<file path="config.mk">
export PLATFORM = sky130hd
export DESIGN_NAME = adb_accdet
export DESIGN_NICKNAME = d
export VERILOG_FILES = /design/src/rtl/adb_pkg.sv /design/src/rtl/adb_timer_if.sv /design/src/rtl/adb_interval_timer.sv /design/src/rtl/adb_accdet.sv
export SDC_FILE = /design/constraint.sdc
export NUM_CORES = 1
export LEC_CHECK = 0
export BUFFER_PORTS_ARGS = -buffer_cell sky130_fd_sc_hd__buf_2
export CORE_UTILIZATION = 60
export DETAILED_ROUTE_END_ITERATION = 8
export GPL_TIMING_DRIVEN = 1
export PLACE_DENSITY = 0.86
export SYNTH_ARGS = -nofsm -noshare
export SYNTH_HDL_FRONTEND = slang
export SYNTH_SLANG_ARGS = --single-unit
</file>
<file path="constraint.sdc">
create_clock -name pclk -period 9.2 [get_ports pclk]
set_input_delay 1.38 -clock pclk [delete_from_list [all_inputs] [get_ports pclk]]
set_output_delay 1.38 -clock pclk [all_outputs]
set_load 0.05 [all_outputs]
</file>
<file path="src/rtl/adb_pkg.sv">
package adb_pkg;

    // Register indices; byte address is four times the index
    localparam logic [9:0] IDX_ENABLE   = 10'h00c6;
    localparam logic [9:0] IDX_CTRL     = 10'h00c7;
    localparam logic [9:0] IDX_THR_AD   = 10'h00c8;
    localparam logic [9:0] IDX_THR_DB   = 10'h00c9;
    localparam logic [9:0] IDX_STATUS   = 10'h00d0;

    // Reset values
    localparam logic [7:0] RST_CTRL     = 8'h34;
    localparam logic [7:0] RST_THR_AD   = 8'h0a;
    localparam logic [7:0] RST_THR_DB   = 8'h16;
    localparam logic       RST_ENABLE   = 1'b0;

    // Control register field positions
    localparam int REM_DEB_LSB  = 6;
    localparam int RATE_LSB     = 4;
    localparam int INS_DEB_LSB  = 1;
    localparam int PAUSE_BIT    = 0;

    // Status register bit positions
    localparam int ST_PRESENT   = 0;
    localparam int ST_DONE      = 1;
    localparam int ST_FOUR_POLE = 2;
    localparam int ST_BTN_A     = 3;
    localparam int ST_BTN_D     = 4;

    // Clock and millisecond tick
    localparam int CLK_PERIOD_NS = 40;
    localparam int NS_PER_MS     = 1000000;
    localparam int CYC_PER_MS    =
        (NS_PER_MS + CLK_PERIOD_NS - 1) / CLK_PERIOD_NS;
    localparam int MS_W          = 10;

    // Interval tables in milliseconds
    localparam logic [9:0] REM_DEB_MS [4] =
        '{10'h001, 10'h005, 10'h00a, 10'h014};
    localparam logic [9:0] INS_DEB_MS [8] =
        '{10'h005, 10'h00a, 10'h014, 10'h032,
          10'h064, 10'h0c8, 10'h1f4, 10'h3e8};
    // Three-pole latency; four-pole runs a second phase of equal length
    localparam logic [9:0] DET_MS [4] =
        '{10'h020, 10'h040, 10'h080, 10'h100};
    localparam logic [9:0] BTN_PERIOD_MS = 10'h00a;

    typedef enum logic [2:0] {
        ADB_OFF     = 3'b000,
        ADB_ABSENT  = 3'b001,
        ADB_DEB_IN  = 3'b010,
        ADB_DET     = 3'b011,
        ADB_DET_PIN = 3'b100,
        ADB_PRESENT = 3'b101,
        ADB_DEB_OUT = 3'b110
    } adb_state_type;

    typedef struct packed {
        adb_state_type st;
        logic [7:0]    ctrl;
        logic [7:0]    thr_ad;
        logic [7:0]    thr_db;
        logic          en;
        logic          present;
        logic          four_pole;
        logic          done;
        logic          btn_a;
        logic          btn_d;
        logic          ins_evt;
        logic          rem_evt;
        logic          cmp_evt;
        logic          meas_req;
        logic          ramp_on;
        logic          restart;
        logic [9:0]    limit;
        logic [31:0]   prdata;
        logic          pready;
        logic          pslverr;
    } adb_main_type;

endpackage : adb_pkg

</file>
<file path="src/rtl/adb_timer_if.sv">
`timescale 1ns/1ps
`default_nettype none
interface adb_timer_if;
    logic       restart;
    logic [9:0] limit_ms;
    logic       expired;

    modport ctrl  (output restart, output limit_ms, input expired);
    modport timer (input restart, input limit_ms, output expired);
endinterface : adb_timer_if
`default_nettype wire

</file>
<file path="src/rtl/adb_interval_timer.sv">
`timescale 1ns/1ps
`default_nettype none
module adb_interval_timer
    import adb_pkg::*;
#(
    parameter int TICK_CYCLES = CYC_PER_MS
)(
    input  wire logic  pclk,
    input  wire logic  presetn,
    adb_timer_if.timer tif
);
    localparam int CW = $clog2(TICK_CYCLES + 1);
    localparam logic [CW-1:0] TICK_LAST = CW'(TICK_CYCLES - 1);

    typedef struct packed {
        logic [CW-1:0]   cyc;
        logic [MS_W-1:0] ms;
        logic            expired;
    } adb_timer_type;

    adb_timer_type t_reg;
    adb_timer_type t_next;

    // Millisecond counter; restart clears it so a bouncing pin starts over
    always_comb
    begin
        t_next = t_reg;
        if (tif.restart)
        begin
            t_next.cyc     = '0;
            t_next.ms      = '0;
            t_next.expired = 1'b0;
        end
        else
        begin
            if (t_reg.cyc == TICK_LAST)
            begin
                t_next.cyc = '0;
                // Saturate rather than wrap so a late look still sees expiry
                if (!t_reg.expired)
                    t_next.ms = t_reg.ms + 10'h001;
            end
            else
                t_next.cyc = t_reg.cyc + 1'b1;
            t_next.expired = (t_next.ms >= tif.limit_ms);
        end
    end

    always_ff @(posedge pclk or negedge presetn)
    begin
        if (!presetn)
            t_reg <= '0;
        else
            t_reg <= t_next;
    end

    assign tif.expired = t_reg.expired;

endmodule : adb_interval_timer
`default_nettype wire

</file>
<file path="src/rtl/adb_accdet.sv">
// Summary of operation
// - Jack removal is accepted only after the pin stays low 1, 5, 10 or 20 ms as selected by a 2-bit field.
// - Jack insertion is accepted only after the pin stays high 5 ms to 1 s as selected by a 3-bit field.
// - A three-pole jack completes detection 32, 64, 128 or 256 ms after insertion per the rate field.
// - A four-pole jack completes detection 64, 128, 256 or 512 ms after insertion per the same field.
// - The latency is set by the ramp rate driven out to the mic sense current source.
// - The pause bit stops periodic button measurements; clear it to resume.
// - While paused, insertion and removal are still debounced and reported.
// - With the enable bit low no insertion or removal is detected at all.
// - A button code below the A/D threshold is button A.
// - A button code below the D/B threshold and not button A is button D.
// - One enable bit, reset low, turns the whole detection function on or off.
//
// Local design decision: the APB slave port.
`timescale 1ns/1ps
`default_nettype none
module adb_accdet
    import adb_pkg::*;
#(
    parameter int TICK_CYCLES = CYC_PER_MS
)(
    input  wire logic        pclk,
    input  wire logic        presetn,
    input  wire logic        psel,
    input  wire logic        penable,
    input  wire logic        pwrite,
    input  wire logic [11:0] paddr,
    input  wire logic [31:0] pwdata,
    output logic      [31:0] prdata,
    output logic             pready,
    output logic             pslverr,
    input  wire logic        jack_det_in,
    input  wire logic        mic_detect_in,
    input  wire logic        btn_valid_in,
    input  wire logic [7:0]  btn_code_in,
    output logic             jack_present,
    output logic             jack_four_pole,
    output logic             jack_inserted_evt,
    output logic             jack_removed_evt,
    output logic             detect_complete_evt,
    output logic             button_a_pressed,
    output logic             button_d_pressed,
    output logic             button_meas_req,
    output logic             mic_sense_ramp_on,
    output logic      [1:0]  mic_sense_ramp_rate
);

    adb_main_type q_reg;
    adb_main_type q_next;

    adb_timer_if tmr ();

    adb_interval_timer #(
        .TICK_CYCLES (TICK_CYCLES)
    ) u_timer (
        .pclk    (pclk),
        .presetn (presetn),
        .tif     (tmr)
    );

    // Timer is driven straight from registered fields
    assign tmr.restart  = q_reg.restart;
    assign tmr.limit_ms = q_reg.limit;

    // Field decode
    logic [1:0] rem_code;
    logic [1:0] rate_code;
    logic [2:0] ins_code;
    logic       paused;
    logic       tmr_done;
    logic       setup;
    logic       wr_take;
    logic [9:0] idx;

    assign rem_code  = q_reg.ctrl[REM_DEB_LSB +: 2];
    assign rate_code = q_reg.ctrl[RATE_LSB +: 2];
    assign ins_code  = q_reg.ctrl[INS_DEB_LSB +: 3];
    assign paused    = q_reg.ctrl[PAUSE_BIT];
    // Expiry is stale in the cycle the restart is still pending
    assign tmr_done  = tmr.expired && !q_reg.restart;
    assign setup     = psel && !penable;
    assign wr_take   = psel && penable && pready && pwrite;
    assign idx       = paddr[11:2];

    // True for every register index the slave answers
    function automatic logic mapped(input logic [9:0] i);
        mapped = (i == IDX_ENABLE) || (i == IDX_CTRL) ||
                 (i == IDX_THR_AD) || (i == IDX_THR_DB) ||
                 (i == IDX_STATUS);
    endfunction : mapped

    // Read value of one register index
    function automatic logic [7:0] read_reg(input logic [9:0] i,
                                           input adb_main_type s);
        logic [7:0] v;
        v = 8'h00;
        unique case (i)
            IDX_ENABLE: v[0] = s.en;
            IDX_CTRL:   v    = s.ctrl;
            IDX_THR_AD: v    = s.thr_ad;
            IDX_THR_DB: v    = s.thr_db;
            IDX_STATUS:
            begin
                v[ST_PRESENT]   = s.present;
                v[ST_DONE]      = s.done;
                v[ST_FOUR_POLE] = s.four_pole;
                v[ST_BTN_A]     = s.btn_a;
                v[ST_BTN_D]     = s.btn_d;
            end
            default:    v    = 8'h00;
        endcase
        read_reg = v;
    endfunction : read_reg

    always_comb
    begin
        q_next = q_reg;

        // Single-cycle strobes fall back every cycle
        q_next.ins_evt  = 1'b0;
        q_next.rem_evt  = 1'b0;
        q_next.cmp_evt  = 1'b0;
        q_next.meas_req = 1'b0;
        q_next.restart  = 1'b0;

        // APB: read data latched in setup, answer with no wait state
        q_next.pready  = setup;
        q_next.pslverr = setup && !mapped(idx);
        if (setup)
            q_next.prdata = {24'h0000_00, read_reg(idx, q_reg)};

        // Detection sequence
        unique case (q_reg.st)
            ADB_OFF:
            begin
                if (q_reg.en)
                begin
                    q_next.st      = ADB_ABSENT;
                    q_next.restart = 1'b1;
                end
            end
            ADB_ABSENT:
            begin
                // Insertion seen; start the insertion debounce
                if (jack_det_in)
                begin
                    q_next.st      = ADB_DEB_IN;
                    q_next.restart = 1'b1;
                    q_next.limit   = INS_DEB_MS[ins_code];
                end
            end
            ADB_DEB_IN:
            begin
                if (!jack_det_in)
                    q_next.st = ADB_ABSENT;
                else if (tmr_done)
                begin
                    q_next.st      = ADB_DET;
                    q_next.present = 1'b1;
                    q_next.ins_evt = 1'b1;
                    q_next.restart = 1'b1;
                    q_next.limit   = DET_MS[rate_code];
                    q_next.ramp_on = 1'b1;
                end
            end
            ADB_DET,
            ADB_DET_PIN:
            begin
                if (!jack_det_in)
                begin
                    q_next.st      = ADB_DEB_OUT;
                    q_next.restart = 1'b1;
                    q_next.limit   = REM_DEB_MS[rem_code];
                    q_next.ramp_on = 1'b0;
                end
                else if (tmr_done)
                begin
                    // A mic on the sleeve costs a second ramp phase
                    if (q_reg.st == ADB_DET && mic_detect_in)
                    begin
                        q_next.st        = ADB_DET_PIN;
                        q_next.four_pole = 1'b1;
                        q_next.restart   = 1'b1;
                    end
                    else
                    begin
                        q_next.st      = ADB_PRESENT;
                        q_next.done    = 1'b1;
                        q_next.cmp_evt = 1'b1;
                        q_next.ramp_on = 1'b0;
                        q_next.restart = 1'b1;
                        q_next.limit   = BTN_PERIOD_MS;
                    end
                end
            end
            ADB_PRESENT:
            begin
                // Removal is watched even while buttons are paused
                if (!jack_det_in)
                begin
                    q_next.st      = ADB_DEB_OUT;
                    q_next.restart = 1'b1;
                    q_next.limit   = REM_DEB_MS[rem_code];
                end
                else if (tmr_done)
                begin
                    q_next.restart  = 1'b1;
                    q_next.meas_req = q_reg.four_pole && !paused;
                end
            end
            ADB_DEB_OUT:
            begin
                if (jack_det_in)
                begin
                    // Pin came back early: back to PRESENT if done, else restart detection from the first phase
                    q_next.restart = 1'b1;
                    if (q_reg.done)
                    begin
                        q_next.st    = ADB_PRESENT;
                        q_next.limit = BTN_PERIOD_MS;
                    end
                    else
                    begin
                        q_next.st        = ADB_DET;
                        q_next.four_pole = 1'b0;
                        q_next.ramp_on   = 1'b1;
                        q_next.limit     = DET_MS[rate_code];
                    end
                end
                else if (tmr_done)
                begin
                    q_next.st        = ADB_ABSENT;
                    q_next.rem_evt   = 1'b1;
                    q_next.present   = 1'b0;
                    q_next.done      = 1'b0;
                    q_next.four_pole = 1'b0;
                    q_next.btn_a     = 1'b0;
                    q_next.btn_d     = 1'b0;
                end
            end
            default:
                q_next.st = ADB_OFF;
        endcase

        // Button classification, only on an unpaused four-pole jack
        if (btn_valid_in && q_reg.st == ADB_PRESENT &&
            q_reg.four_pole && !paused)
        begin
            q_next.btn_a = (btn_code_in < q_reg.thr_ad);
            q_next.btn_d = !(btn_code_in < q_reg.thr_ad) &&
                           (btn_code_in < q_reg.thr_db);
        end

        // Register writes take effect at the completing edge
        if (wr_take)
        begin
            unique case (idx)
                IDX_ENABLE: q_next.en     = pwdata[0];
                IDX_CTRL:   q_next.ctrl   = pwdata[7:0];
                IDX_THR_AD: q_next.thr_ad = pwdata[7:0];
                IDX_THR_DB: q_next.thr_db = pwdata[7:0];
                default:    q_next.en     = q_next.en;
            endcase
        end

        // Disabled: everything returns to rest and nothing is reported
        if (!q_reg.en)
        begin
            q_next.st        = ADB_OFF;
            q_next.present   = 1'b0;
            q_next.done      = 1'b0;
            q_next.four_pole = 1'b0;
            q_next.btn_a     = 1'b0;
            q_next.btn_d     = 1'b0;
            q_next.ins_evt   = 1'b0;
            q_next.rem_evt   = 1'b0;
            q_next.cmp_evt   = 1'b0;
            q_next.meas_req  = 1'b0;
            q_next.ramp_on   = 1'b0;
        end
    end

    // All state but the interval timer's counters in one register
    always_ff @(posedge pclk or negedge presetn)
    begin
        if (!presetn)
        begin
            q_reg        <= '0;
            q_reg.st     <= ADB_OFF;
            q_reg.ctrl   <= RST_CTRL;
            q_reg.thr_ad <= RST_THR_AD;
            q_reg.thr_db <= RST_THR_DB;
            q_reg.en     <= RST_ENABLE;
        end
        else
            q_reg <= q_next;
    end

    // Outputs straight from flops
    assign prdata              = q_reg.prdata;
    assign pready              = q_reg.pready;
    assign pslverr             = q_reg.pslverr;
    assign jack_present        = q_reg.present;
    assign jack_four_pole      = q_reg.four_pole;
    assign jack_inserted_evt   = q_reg.ins_evt;
    assign jack_removed_evt    = q_reg.rem_evt;
    assign detect_complete_evt = q_reg.cmp_evt;
    assign button_a_pressed    = q_reg.btn_a;
    assign button_d_pressed    = q_reg.btn_d;
    assign button_meas_req     = q_reg.meas_req;
    assign mic_sense_ramp_on   = q_reg.ramp_on;
    // Rate field scales the sense current ramp, hence the latency
    assign mic_sense_ramp_rate = q_reg.ctrl[RATE_LSB +: 2];

endmodule : adb_accdet
`default_nettype wire

</file>
==> out/metrics.cfg, run 1 <==
[logic_synthesis]
synth_seq_cells=85
async_flop_share=1.000
synth_edf_count=0
yosysTopAreaCellShare=0.3667
avgSynthCellArea_sq_um=9.732
synth.area.top_cells=dfrtp_1 (37%), mux2_2 (6.9%), ha_1 (6.2%)
synth_area_sq_um=5255
synthCells=540
ys_warn_count=0
synth_cell_type_count=67
ys_seq_area_frac=0.4067
synth_top_flop_cell=dfrtp_1
synth_top_cell_by_area=dfrtp_1

[power_and_ir_drop]
vdd_drop_max_v=0.00008076
seq_power_share=0.551
p_int_mw=0.5263
clkPwrFrac=0.320
power_switching_mw=0.2112
fin_total_pwr_mw=0.7375
p_leak_nw=2.656
switching_share=0.2864
pwr_density_cell_nw_per_um2=132.1
p_comb_frac=0.129

[cts]
path_clk_slew_ns=0.09
cts_tree=done
clk_path_buf_depth=2
clk_latency_ns=0.36
numCtsBuffers=9
cts_resized=0
post-cts-setup-buffers=0
cts_htree_levels=3
root_buffer=clkbuf_8
hold_buffers=0
cts.sink_count=85

[grt]
grt.busiest_layer=met2
first_global_vias=4140
use_met3=0.03907
antenna_found_initial=0
grt_usage=0.2745
grt-ovfl-total=0
grt_first_pass_wirelength_um=19230
grtUsageMet2=0.4429
grt_util_met1=0.3632
grt_max_degree=86

[finish]
largest_reg_flops=25
num-fill-cells=646
drive_above_1_share=0.2034
fin_nets=661
final_cell_mix=dfrtp_1 (77), buf_2 (53), nor2_1 (38), inv_1 (37), mux2_2 (32)
layout_commonest_cell=dfrtp_1
area_growth_pct=6.262
diodes=0

[setup_path]
crit_family=simple AND/OR/NAND/NOR gates
regToRegSetupSlack_ns=5.74
worst_setup_path_start_kind=register
worstPathRequired_ns=9.42
path_class=reg2reg
slowest_delay_ns=0.79
critPathBufInv=0
crit_path_end_kind=register
worst-r2r-cell-count=11
cp_cell_sequence=or4_1 -> or4_1 -> nor2_2 -> nand4_1 -> xnor2_1 -> ha_1 -> a21o_1 -> a21oi_1 -> o21ai_0 -> a21oi_1 -> a211oi_1
timing.rr.end=u_timer.tif.expired
critPathMaxFanout=10
worstPathArrival_ns=3.68
rr_startpoint=u_timer.t_reg[21]
critPathSlowestCell=or4_1

[die]
die_y_um=95.59
top_level_ports=105
start_util=0.6301
die_area_sq_um=9136
core_area_sq_um=8341
die_width_um=95.59
rows=33

[timing]
fin_setup_tns_ns=0
slew_viol_final=0
rsz0062_at_grt=false
skew_ns=0.01539
relSlewSlack=0.2869
fmax_mhz=289.2
hold_viol_final=0
setup_violations=0
finalCritPeriodShare=0.3759
layout_min_cycle_time_ns=3.458
tightest_slew_ns=1.055

[drt]
drt_wl_total_um=11240
drt_iter0_drc=294
drc=0
drtPass1Iterations=6
postRouteAntennaNets=0
wl_per_cell_um=16.41
vias_per_cell=6.047
vias=4142

[min_path]
holdPathEnd=u_timer.t_reg[11]
min_from=u_timer.t_reg[11]
hold_depth=1
hold_path_class=reg2reg

[run_status]
status=completed

[job]
cap_violations=0

[placed_design]
dp_hpwl_um=8189
gp_congestion=0.9292
portBuffers=54

[routing by layer]
| layer | wire length [um] | part of all wire |
|---|---|---|
| met3 | 650 | 0.058 |
| met4 | 328 | 0.029 |
| met2 | 5341 | 0.48 |
| met1 | 4917 | 0.44 |
| met5 | 0 | 0 |
[logic make-up (layout without fill, tap and decap cells)]
logic type / after synthesis / after routing / synth area share
fa+ha+maj: 26 / 26 / 0.06190
other cells: 1 / 24 / 0.0007136
buf+inv: 92 / 109 / 0.09143
xor+xnor: 20 / 20 / 0.03333
simple gates: 163 / 163 / 0.1779
flops: 85 / 85 / 0.4067
compound gates: 113 / 113 / 0.1443
mux: 40 / 40 / 0.08381
[power by group through the flow]
| stage | clock network [mW] | logic (mW) | registers (mW) |
|---|---|---|---|
| 3_3_place_gp | 0 | 0.0903 | 0.412 |
| 2_1_floorplan | 0 | 0.0744 | 0.410 |
| 4_1_cts | 0.240 | 0.0960 | 0.406 |
| 3_5_place_dp | 0 | 0.0957 | 0.413 |
| 5_1_grt | 0.255 | 0.108 | 0.409 |
| 6_report | 0.236 | 0.0954 | 0.406 |
[Yosys cell counts, types with 3 or more instances]
cell type and number:
dfrtp_1 77, nor2_1 38, inv_1 37, buf_4 34, mux2_2 32, nand2_1 27
a21oi_1 26, ha_1 26, o21ai_0 24, nand3_1 18, clkbuf_1 16, xor2_1 16
nor2b_1 13, nand2b_1 10, a22o_1 8, a22oi_1 8, dfstp_2 8, mux2i_1 8
nand4_1 7, a211oi_1 5, nor3_1 5, o211ai_1 5, a32oi_1 4, and2b_1 4
and4_1 4, buf_1 4, nor3b_1 4, o31ai_1 4, xnor2_1 4, a21boi_0 3
a21o_1 3, and3_1 3, nand3b_1 3, nor4_2 3, o22ai_1 3, or2_2 3
or3_1 3, or4_1 3
[cell type report]
| cell class | instances | area, sq um | area share |
|---|---|---|---|
| multi-input cells | 386 | 2724 | 0.4878 |
| clock buffers | 14 | 152.6 | 0.02734 |
| repair buffers | 56 | 287.8 | 0.05153 |
| flip-flops and latches | 85 | 2137 | 0.3827 |
| inverters | 37 | 138.9 | 0.02487 |
| well taps | 105 | 131.4 | 0.02353 |
| clock inverters | 2 | 12.51 | 0.002241 |
[worst max path at each step]
stage | endpoint | cells past startpoint | from
floorplan | q_reg[64] | 4 | paddr[9]
global placement | q_reg[64] | 5 | paddr[11]
detailed placement | q_reg[71] | 5 | paddr[11]
CTS | u_timer.tif.expired | 11 | u_timer.t_reg[21]
global route | u_timer.tif.expired | 12 | u_timer.t_reg[11]
finish | u_timer.tif.expired | 11 | u_timer.t_reg[21]
[worst reg2reg max path, stage by stage (launching register included)]
cell      delay (ns)
dfrtp_1         0.42
or4_1           0.52
or4_1           0.79
nor2_2          0.27
nand4_1         0.19
xnor2_1         0.17
ha_1            0.30
a21o_1          0.18
a21oi_1         0.14
o21ai_0         0.13
a21oi_1         0.16
a211oi_1        0.06
[stage by stage]
stage                     cell area [sq um]  cells  hold slack, ns  worst slack (ns)    util
final                                  5584    685          0.4612             5.742  0.6695
after global routing                   5584    685          0.4807             5.495  0.6695
after CTS                              5584    685          0.4651             5.760  0.6695
after detailed placement               5419    669          0.4516             5.726  0.6497
after global placement                 5419    669          0.4354             5.787  0.6497
after floorplan                        5341    563          0.4245             6.242       -
Note: power is estimated with default switching activity, not from simulation.
==> inputs of run 2 (changes only) <==
- CORE_UTILIZATION: 60 -> 56
- PLACE_DENSITY: 0.86 -> 0.81
- clock period: 9.2 -> 3.5 ns (I/O delays scaled with it)
==> out/metrics.cfg, run 2 (same netlist as run 1, synthesis figures left out) <==
[run_status]
status=completed

[setup_path]
worstPathRequired_ns=3.74  ; -5.68 ns
worst_setup_path_start_kind=register
critPathBufInv=0  ; unchanged
regToRegSetupSlack_ns=0.29  ; -5.45 ns
critPathMaxFanout=8  ; -2
path_class=reg2reg
slowest_delay_ns=0.62  ; -0.17 ns
path_common_cell=a21oi_1
cp_cell_sequence=or4_1 -> or4_4 -> nor2_2 -> nand4_1 -> xnor2_1 -> ha_1 -> a21o_1 -> a21oi_1 -> o21ai_0 -> a21oi_1 -> a211oi_1
critPathSlowestCell=or4_4
crit_family=simple AND/OR/NAND/NOR gates
crit_path_end_kind=register
worstPathArrival_ns=3.44  ; -0.24 ns

[grt]
grt_max_degree=86  ; unchanged
antenna_found_initial=0  ; unchanged
grt_usage=0.2455  ; -0.02897
grt_first_pass_wirelength_um=19020  ; -1.1%
first_global_vias=3956  ; -4.4%
grt-ovfl-total=0  ; unchanged

[timing]
skew_ns=0.005025  ; -0.01036 ns
tightest_slew_ns=1.186  ; +0.1316 ns
fmax_mhz=312.0  ; +7.9%
relSlewSlack=0.2053  ; -0.08153
hold_viol_final=0  ; unchanged
fin_hold_ws_ns=0.3282  ; -0.1330 ns
finalCritPeriodShare=0.9159  ; +0.5399
rsz0062_at_grt=false
fin_setup_tns_ns=0  ; unchanged
layout_min_cycle_time_ns=3.206  ; -0.2529 ns
slew_viol_final=0  ; unchanged
setup_violations=0  ; unchanged

[cts]
cts_htree_levels=3  ; unchanged
path_clk_slew_ns=0.08  ; about the same
post-cts-setup-buffers=0  ; unchanged
cts_tree=done
hold_buffers=0  ; unchanged
clk_latency_ns=0.35  ; about the same
cts.sink_count=85  ; unchanged
clk_path_buf_depth=2  ; unchanged
numCtsBuffers=9  ; unchanged
cts_resized=0  ; unchanged
root_buffer=clkbuf_8

[finish]
largest_reg_flops=25  ; unchanged
layout_commonest_cell=dfrtp_1
area_growth_pct=6.952
drive_above_1_share=0.2113  ; +0.007892
fin_nets=663  ; +0.30%
instances_no_fill=690  ; +0.73%
final_cell_mix=dfrtp_1 (77), buf_2 (53), nor2_1 (38), inv_1 (37), mux2_2 (32)
diodes=0  ; unchanged

[min_path]
hold_path_class=in2async

[die]
rows=34  ; +3.0%
top_level_ports=105  ; unchanged
die_y_um=98.87  ; +3.4%
start_util=0.5910  ; -0.03901
die_width_um=98.87  ; +3.4%
core_area_sq_um=8891  ; +6.6%
die_area_sq_um=9775  ; +7.0%

[job]
cap_violations=0  ; unchanged

[placed_design]
dp_cells=674  ; +0.75%
dp_hpwl_um=8258  ; +0.83%
portBuffers=54  ; unchanged
gp_congestion=0.9273  ; -0.20%

[drt]
drt_wl_total_um=11310  ; +0.64%
postRouteAntennaNets=0  ; unchanged
vias=4107  ; -0.85%
wl_per_cell_um=16.39  ; about the same
drc=0  ; unchanged
drt_iter0_drc=236  ; -20%
vias_per_cell=5.952  ; -1.6%
drtPass1Iterations=5  ; -1

[power_and_ir_drop]
vdd_drop_max_v=0.0002039  ; +150%
p_leak_nw=2.674  ; +0.66%
pwr_density_cell_nw_per_um2=348.1  ; +160%
fin_total_pwr_mw=1.957  ; +170%

[run 2: cell types whose count changed in the layout (fill, tap and decap cells not counted), sizes merged]
cell,delta
buf,+2
clkbuf,-1
clkinvlp,+1
[run 2: area by class of cell]
cell class / count / area, sq um
multi-input cells: 386 / 2728
well taps: 108 / 135.1
fillers: 712 / 3271
flip-flops and latches: 85 / 2137
inverters: 37 / 138.9
repair buffers: 58 / 302.8
clock inverters: 3 / 20.02
clock buffers: 13 / 158.9
[run 2: routing by layer]
layer,track usage,up-vias,part of all wire
li1,-,1940,-
met1,0.3318,1969,0.44
met2,0.4040,178,0.48
met3,0.03475,20,0.057
met4,0.08955,0,0.020
met5,0,-,0
[run 2: final timing paths]
| kind | startpoint | end | depth (start not counted) |
|---|---|---|---|
| setup / recovery | u_timer.t_reg[20] | u_timer.tif.expired | 11 |
| hold / removal | presetn | q_reg[64] | 1 |
| setup reg to reg | u_timer.t_reg[20] | u_timer.tif.expired | 11 |
| hold reg to reg | u_timer.t_reg[11] | u_timer.t_reg[11] | 1 |
| max in group asynchronous | presetn | jack_present | 1 |
| min in group pclk | pwdata[4] | q_reg[68] | 2 |
[run 2: worst reg2reg max path, delay by kind of cell, from the launching register on]
kind / cells / cell delay (ns)
and+or+nand+nor: 4 / 1.50
AOI/OAI and AO/OA: 5 / 0.69
DFF: 1 / 0.43
adders and majority gates: 1 / 0.27
xor gates and xnor gates: 1 / 0.21
[run 2: power by group]
part	switching, mW	leakage [nW]	internal (mW)
sequential	0.0443	1.13	1.02
clock	0.339	0.0857	0.296
combinational	0.172	1.46	0.0810
total	0.555	2.67	1.40
[run 2: through the flow]
stage	worst slack, ns	utilization	area (sq um)
3_5_place_dp	0.2481	0.6116	5438
6_report	0.2945	0.6321	5620
5_1_grt	0.1270	0.6321	5620
4_1_cts	0.1670	0.6317	5617
2_1_floorplan	0.5505	-	5341
3_3_place_gp	0.2952	0.6116	5438
==> inputs of run 3 (changes only) <==
- SYNTH_HIERARCHICAL: default -> 1
==> out/metrics.cfg, run 3 <==
[run_status]
status=completed

[cts]
path_clk_slew_ns=0.09  ; about the same
cts_tree=done
clk_path_buf_depth=2  ; unchanged
post-cts-setup-buffers=0  ; unchanged
cts_htree_levels=3  ; unchanged
cts_resized=0  ; unchanged
numCtsBuffers=9  ; unchanged
cts.sink_count=85  ; unchanged
root_buffer=clkbuf_8
clk_latency_ns=0.36  ; about the same
hold_buffers=0  ; unchanged

[drt]
wl_per_cell_um=15.75  ; -3.9%
drt_wl_total_um=11670  ; +3.2%
drt_iter0_drc=282  ; +19%
vias_per_cell=5.834  ; -2.0%
vias=4323  ; +5.3%
drtPass1Iterations=6  ; +1
drc=0  ; unchanged
postRouteAntennaNets=0  ; unchanged

[finish]
largest_reg_flops=25  ; unchanged
num-fill-cells=778  ; +9.3%
area_growth_pct=7.060
fin_nets=693  ; +4.5%
final_cell_mix=dfrtp_1 (77), buf_2 (53), nand2_1 (51), nor2_1 (50), inv_1 (34)
layout_commonest_cell=dfrtp_1
fin_area_sq_um=5787  ; +3.0%
drive_above_1_share=0.2026  ; -0.008726
diodes=0  ; unchanged

[logic_synthesis]
synth_cell_type_count=73  ; +9.0%
synth_compound_area_frac=0.1433  ; -0.0009987
synthCells=575  ; +6.5%
synth-simple-area-share=0.2139  ; +0.03603
synth.area.top_cells=dfrtp_1 (36%), ha_1 (6.0%), mux2_2 (5.4%)
avgSynthCellArea_sq_um=9.400  ; -3.4%
synth_top_family_by_area=simple AND/OR/NAND/NOR gates
synth_most_common_cell=dfrtp_1
synth_top_cell_by_area=dfrtp_1
synth_area_sq_um=5405  ; +2.9%
synthMuxAreaShare=0.06273  ; -0.02108
synth_top_flop_cell=dfrtp_1
synth_seq_cells=85  ; unchanged
async_flop_share=1.000  ; unchanged
ys_warn_count=6  ; +6
ys_seq_area_frac=0.3954  ; -0.01130
synthXorXnorAreaFrac=0.02917  ; -0.004167
synth_edf_count=0  ; unchanged
yosysTopAreaCellShare=0.3565  ; -0.01019
ys_top_cells_by_count=dfrtp_1 (77), nand2_1 (51), nor2_1 (50)
synthAdderAreaFrac=0.06227  ; +0.0003638

[setup_path]
critPathBufInv=0  ; unchanged
critPathSlowestCell=or4b_4
slowest_delay_ns=0.56  ; -0.06 ns
worstPathRequired_ns=3.76  ; +0.02 ns
cp_cell_sequence=or4b_4 -> nand4b_4 -> or3_4 -> xnor2_1 -> ha_1 -> nand4_1 -> or3_1 -> a31oi_1
path_class=reg2reg
critPathMaxFanout=14  ; +6
regToRegSetupSlack_ns=0.55  ; +0.26 ns
worstPathArrival_ns=3.21  ; -0.23 ns
crit_family=simple AND/OR/NAND/NOR gates
crit_path_end_kind=register
worst_setup_path_start_kind=register

[power_and_ir_drop]
pwr_density_cell_nw_per_um2=375.7  ; +7.9%
p_leak_nw=2.751  ; +2.9%
vdd_drop_max_v=0.0001647  ; -19%

[die]
top_level_ports=105  ; unchanged
rows=35  ; +2.9%
die_width_um=100.2  ; +1.4%
start_util=0.5822  ; -0.008840
die_y_um=100.2  ; +1.4%
core_area_sq_um=9284  ; +4.4%
die_area_sq_um=10050  ; +2.8%

[timing]
rsz0062_at_grt=false
relSlewSlack=0.3044  ; +0.09908
timing.final.ws_setup_ns=0.5528  ; +0.2583 ns
finalCritPeriodShare=0.8421  ; -0.07380
tightest_slew_ns=1.043  ; -0.1431 ns
layout_min_cycle_time_ns=2.947  ; -0.2583 ns
slew_viol_final=0  ; unchanged
setup_violations=0  ; unchanged
fmax_mhz=339.3  ; +8.8%
skew_ns=0.01271  ; +0.007686 ns
hold_viol_final=0  ; unchanged
fin_setup_tns_ns=0  ; unchanged

[grt]
grt_first_pass_wirelength_um=19860  ; +4.4%
grt_usage=0.2526  ; +0.007099
first_global_vias=4097  ; +3.6%
grt_max_degree=86  ; unchanged
antenna_found_initial=0  ; unchanged
grt-ovfl-total=0  ; unchanged

[placed_design]
dp_hpwl_um=8465  ; +2.5%
portBuffers=54  ; unchanged
dp_slack_ns=0.5910  ; +0.3429 ns
gp_congestion=0.9205  ; -0.73%
placed_area_sq_um=5553  ; +2.1%

[min_path]
hold_path_class=in2async

[job]
cap_violations=0  ; unchanged

[run 3: cell types whose count changed in the layout (fill, tap and decap cells not counted), moves of 6 or more]
cell and change:
xnor2_1 +6, xor2_1 -8, mux2_2 -6, nand2_1 +24
mux2i_1 -6, nor2_1 +12, o21ai_0 +9
[run 3: path summary, 6_finish.rpt]
check / from / end / depth (start not counted)
worst max-delay path: u_timer/t_reg[20] / u_timer/tif.expired / 8
worst min-delay path: presetn / prdata[2] / 1
worst max register to register: u_timer/t_reg[20] / u_timer/tif.expired / 8
worst min register to register: u_timer/t_reg[11] / u_timer/t_reg[11] / 1
max in group asynchronous: presetn / u_timer/t_reg[24] / 1
min in group pclk: pwdata[2] / q_reg[58] / 3
[run 3: area by class of cell]
type / instances / area (sq um) / area share
inverters: 34 / 127.6 / 0.02205
clock buffers: 11 / 151.4 / 0.02616
flip-flops and latches: 85 / 2137 / 0.3693
clock inverters: 5 / 82.58 / 0.01427
well taps: 129 / 161.4 / 0.02789
repair buffers: 54 / 272.8 / 0.04714
multi-input cells: 423 / 2854 / 0.4932
[run 3: cells by family (layout without fill, tap and decap cells)]
group	Yosys count	after routing
multiplexers	30	30
flip-flops	85	85
XOR/XNOR	18	18
adder cells (fa/ha/maj)	27	27
buffers and inverters	90	104
other	1	24
AO/OA/AOI/OAI	117	117
AND/OR/NAND/NOR	207	207
[run 3: power by group]
group	switching (mW)	total [mW]	leakage (nW)	internal, mW
Clock	0.354	0.796	0.120	0.442
Combinational	0.191	0.287	1.53	0.0957
Sequential	0.0646	1.09	1.10	1.03
Total	0.610	2.17	2.75	1.56
[run 3: worst register-to-register path, stage by stage (launching register included)]
cell      delay, ns
dfrtp_1        0.46
or4b_4         0.56
nand4b_4       0.30
or3_4          0.47
xnor2_1        0.14
ha_1           0.31
nand4_1        0.10
or3_1          0.39
a31oi_1        0.14
[run 3: routing by layer]
layer	up-vias	track usage	wire length, um	share of wire
met5	-	0	0	0
met4	0	0.1026	279	0.024
met3	26	0.04735	671	0.057
met2	160	0.3988	5510	0.47
met1	2109	0.3434	5212	0.45
li1	2028	-	-	-
[run 3: metrics by stage]
| step | hold slack (ns) | cells | utilization | power (mW) |
|---|---|---|---|---|
| after floorplan | 0.2294 | 598 | - | 1.333 |
| after global placement | 0.4452 | 725 | 0.5981 | 1.383 |
| after detailed placement | 0.4520 | 725 | 0.5981 | 1.395 |
| after CTS | 0.3841 | 741 | 0.6233 | 2.186 |
| after global routing | 0.4103 | 741 | 0.6233 | 2.280 |
| final | 0.3396 | 741 | 0.6233 | 2.174 |
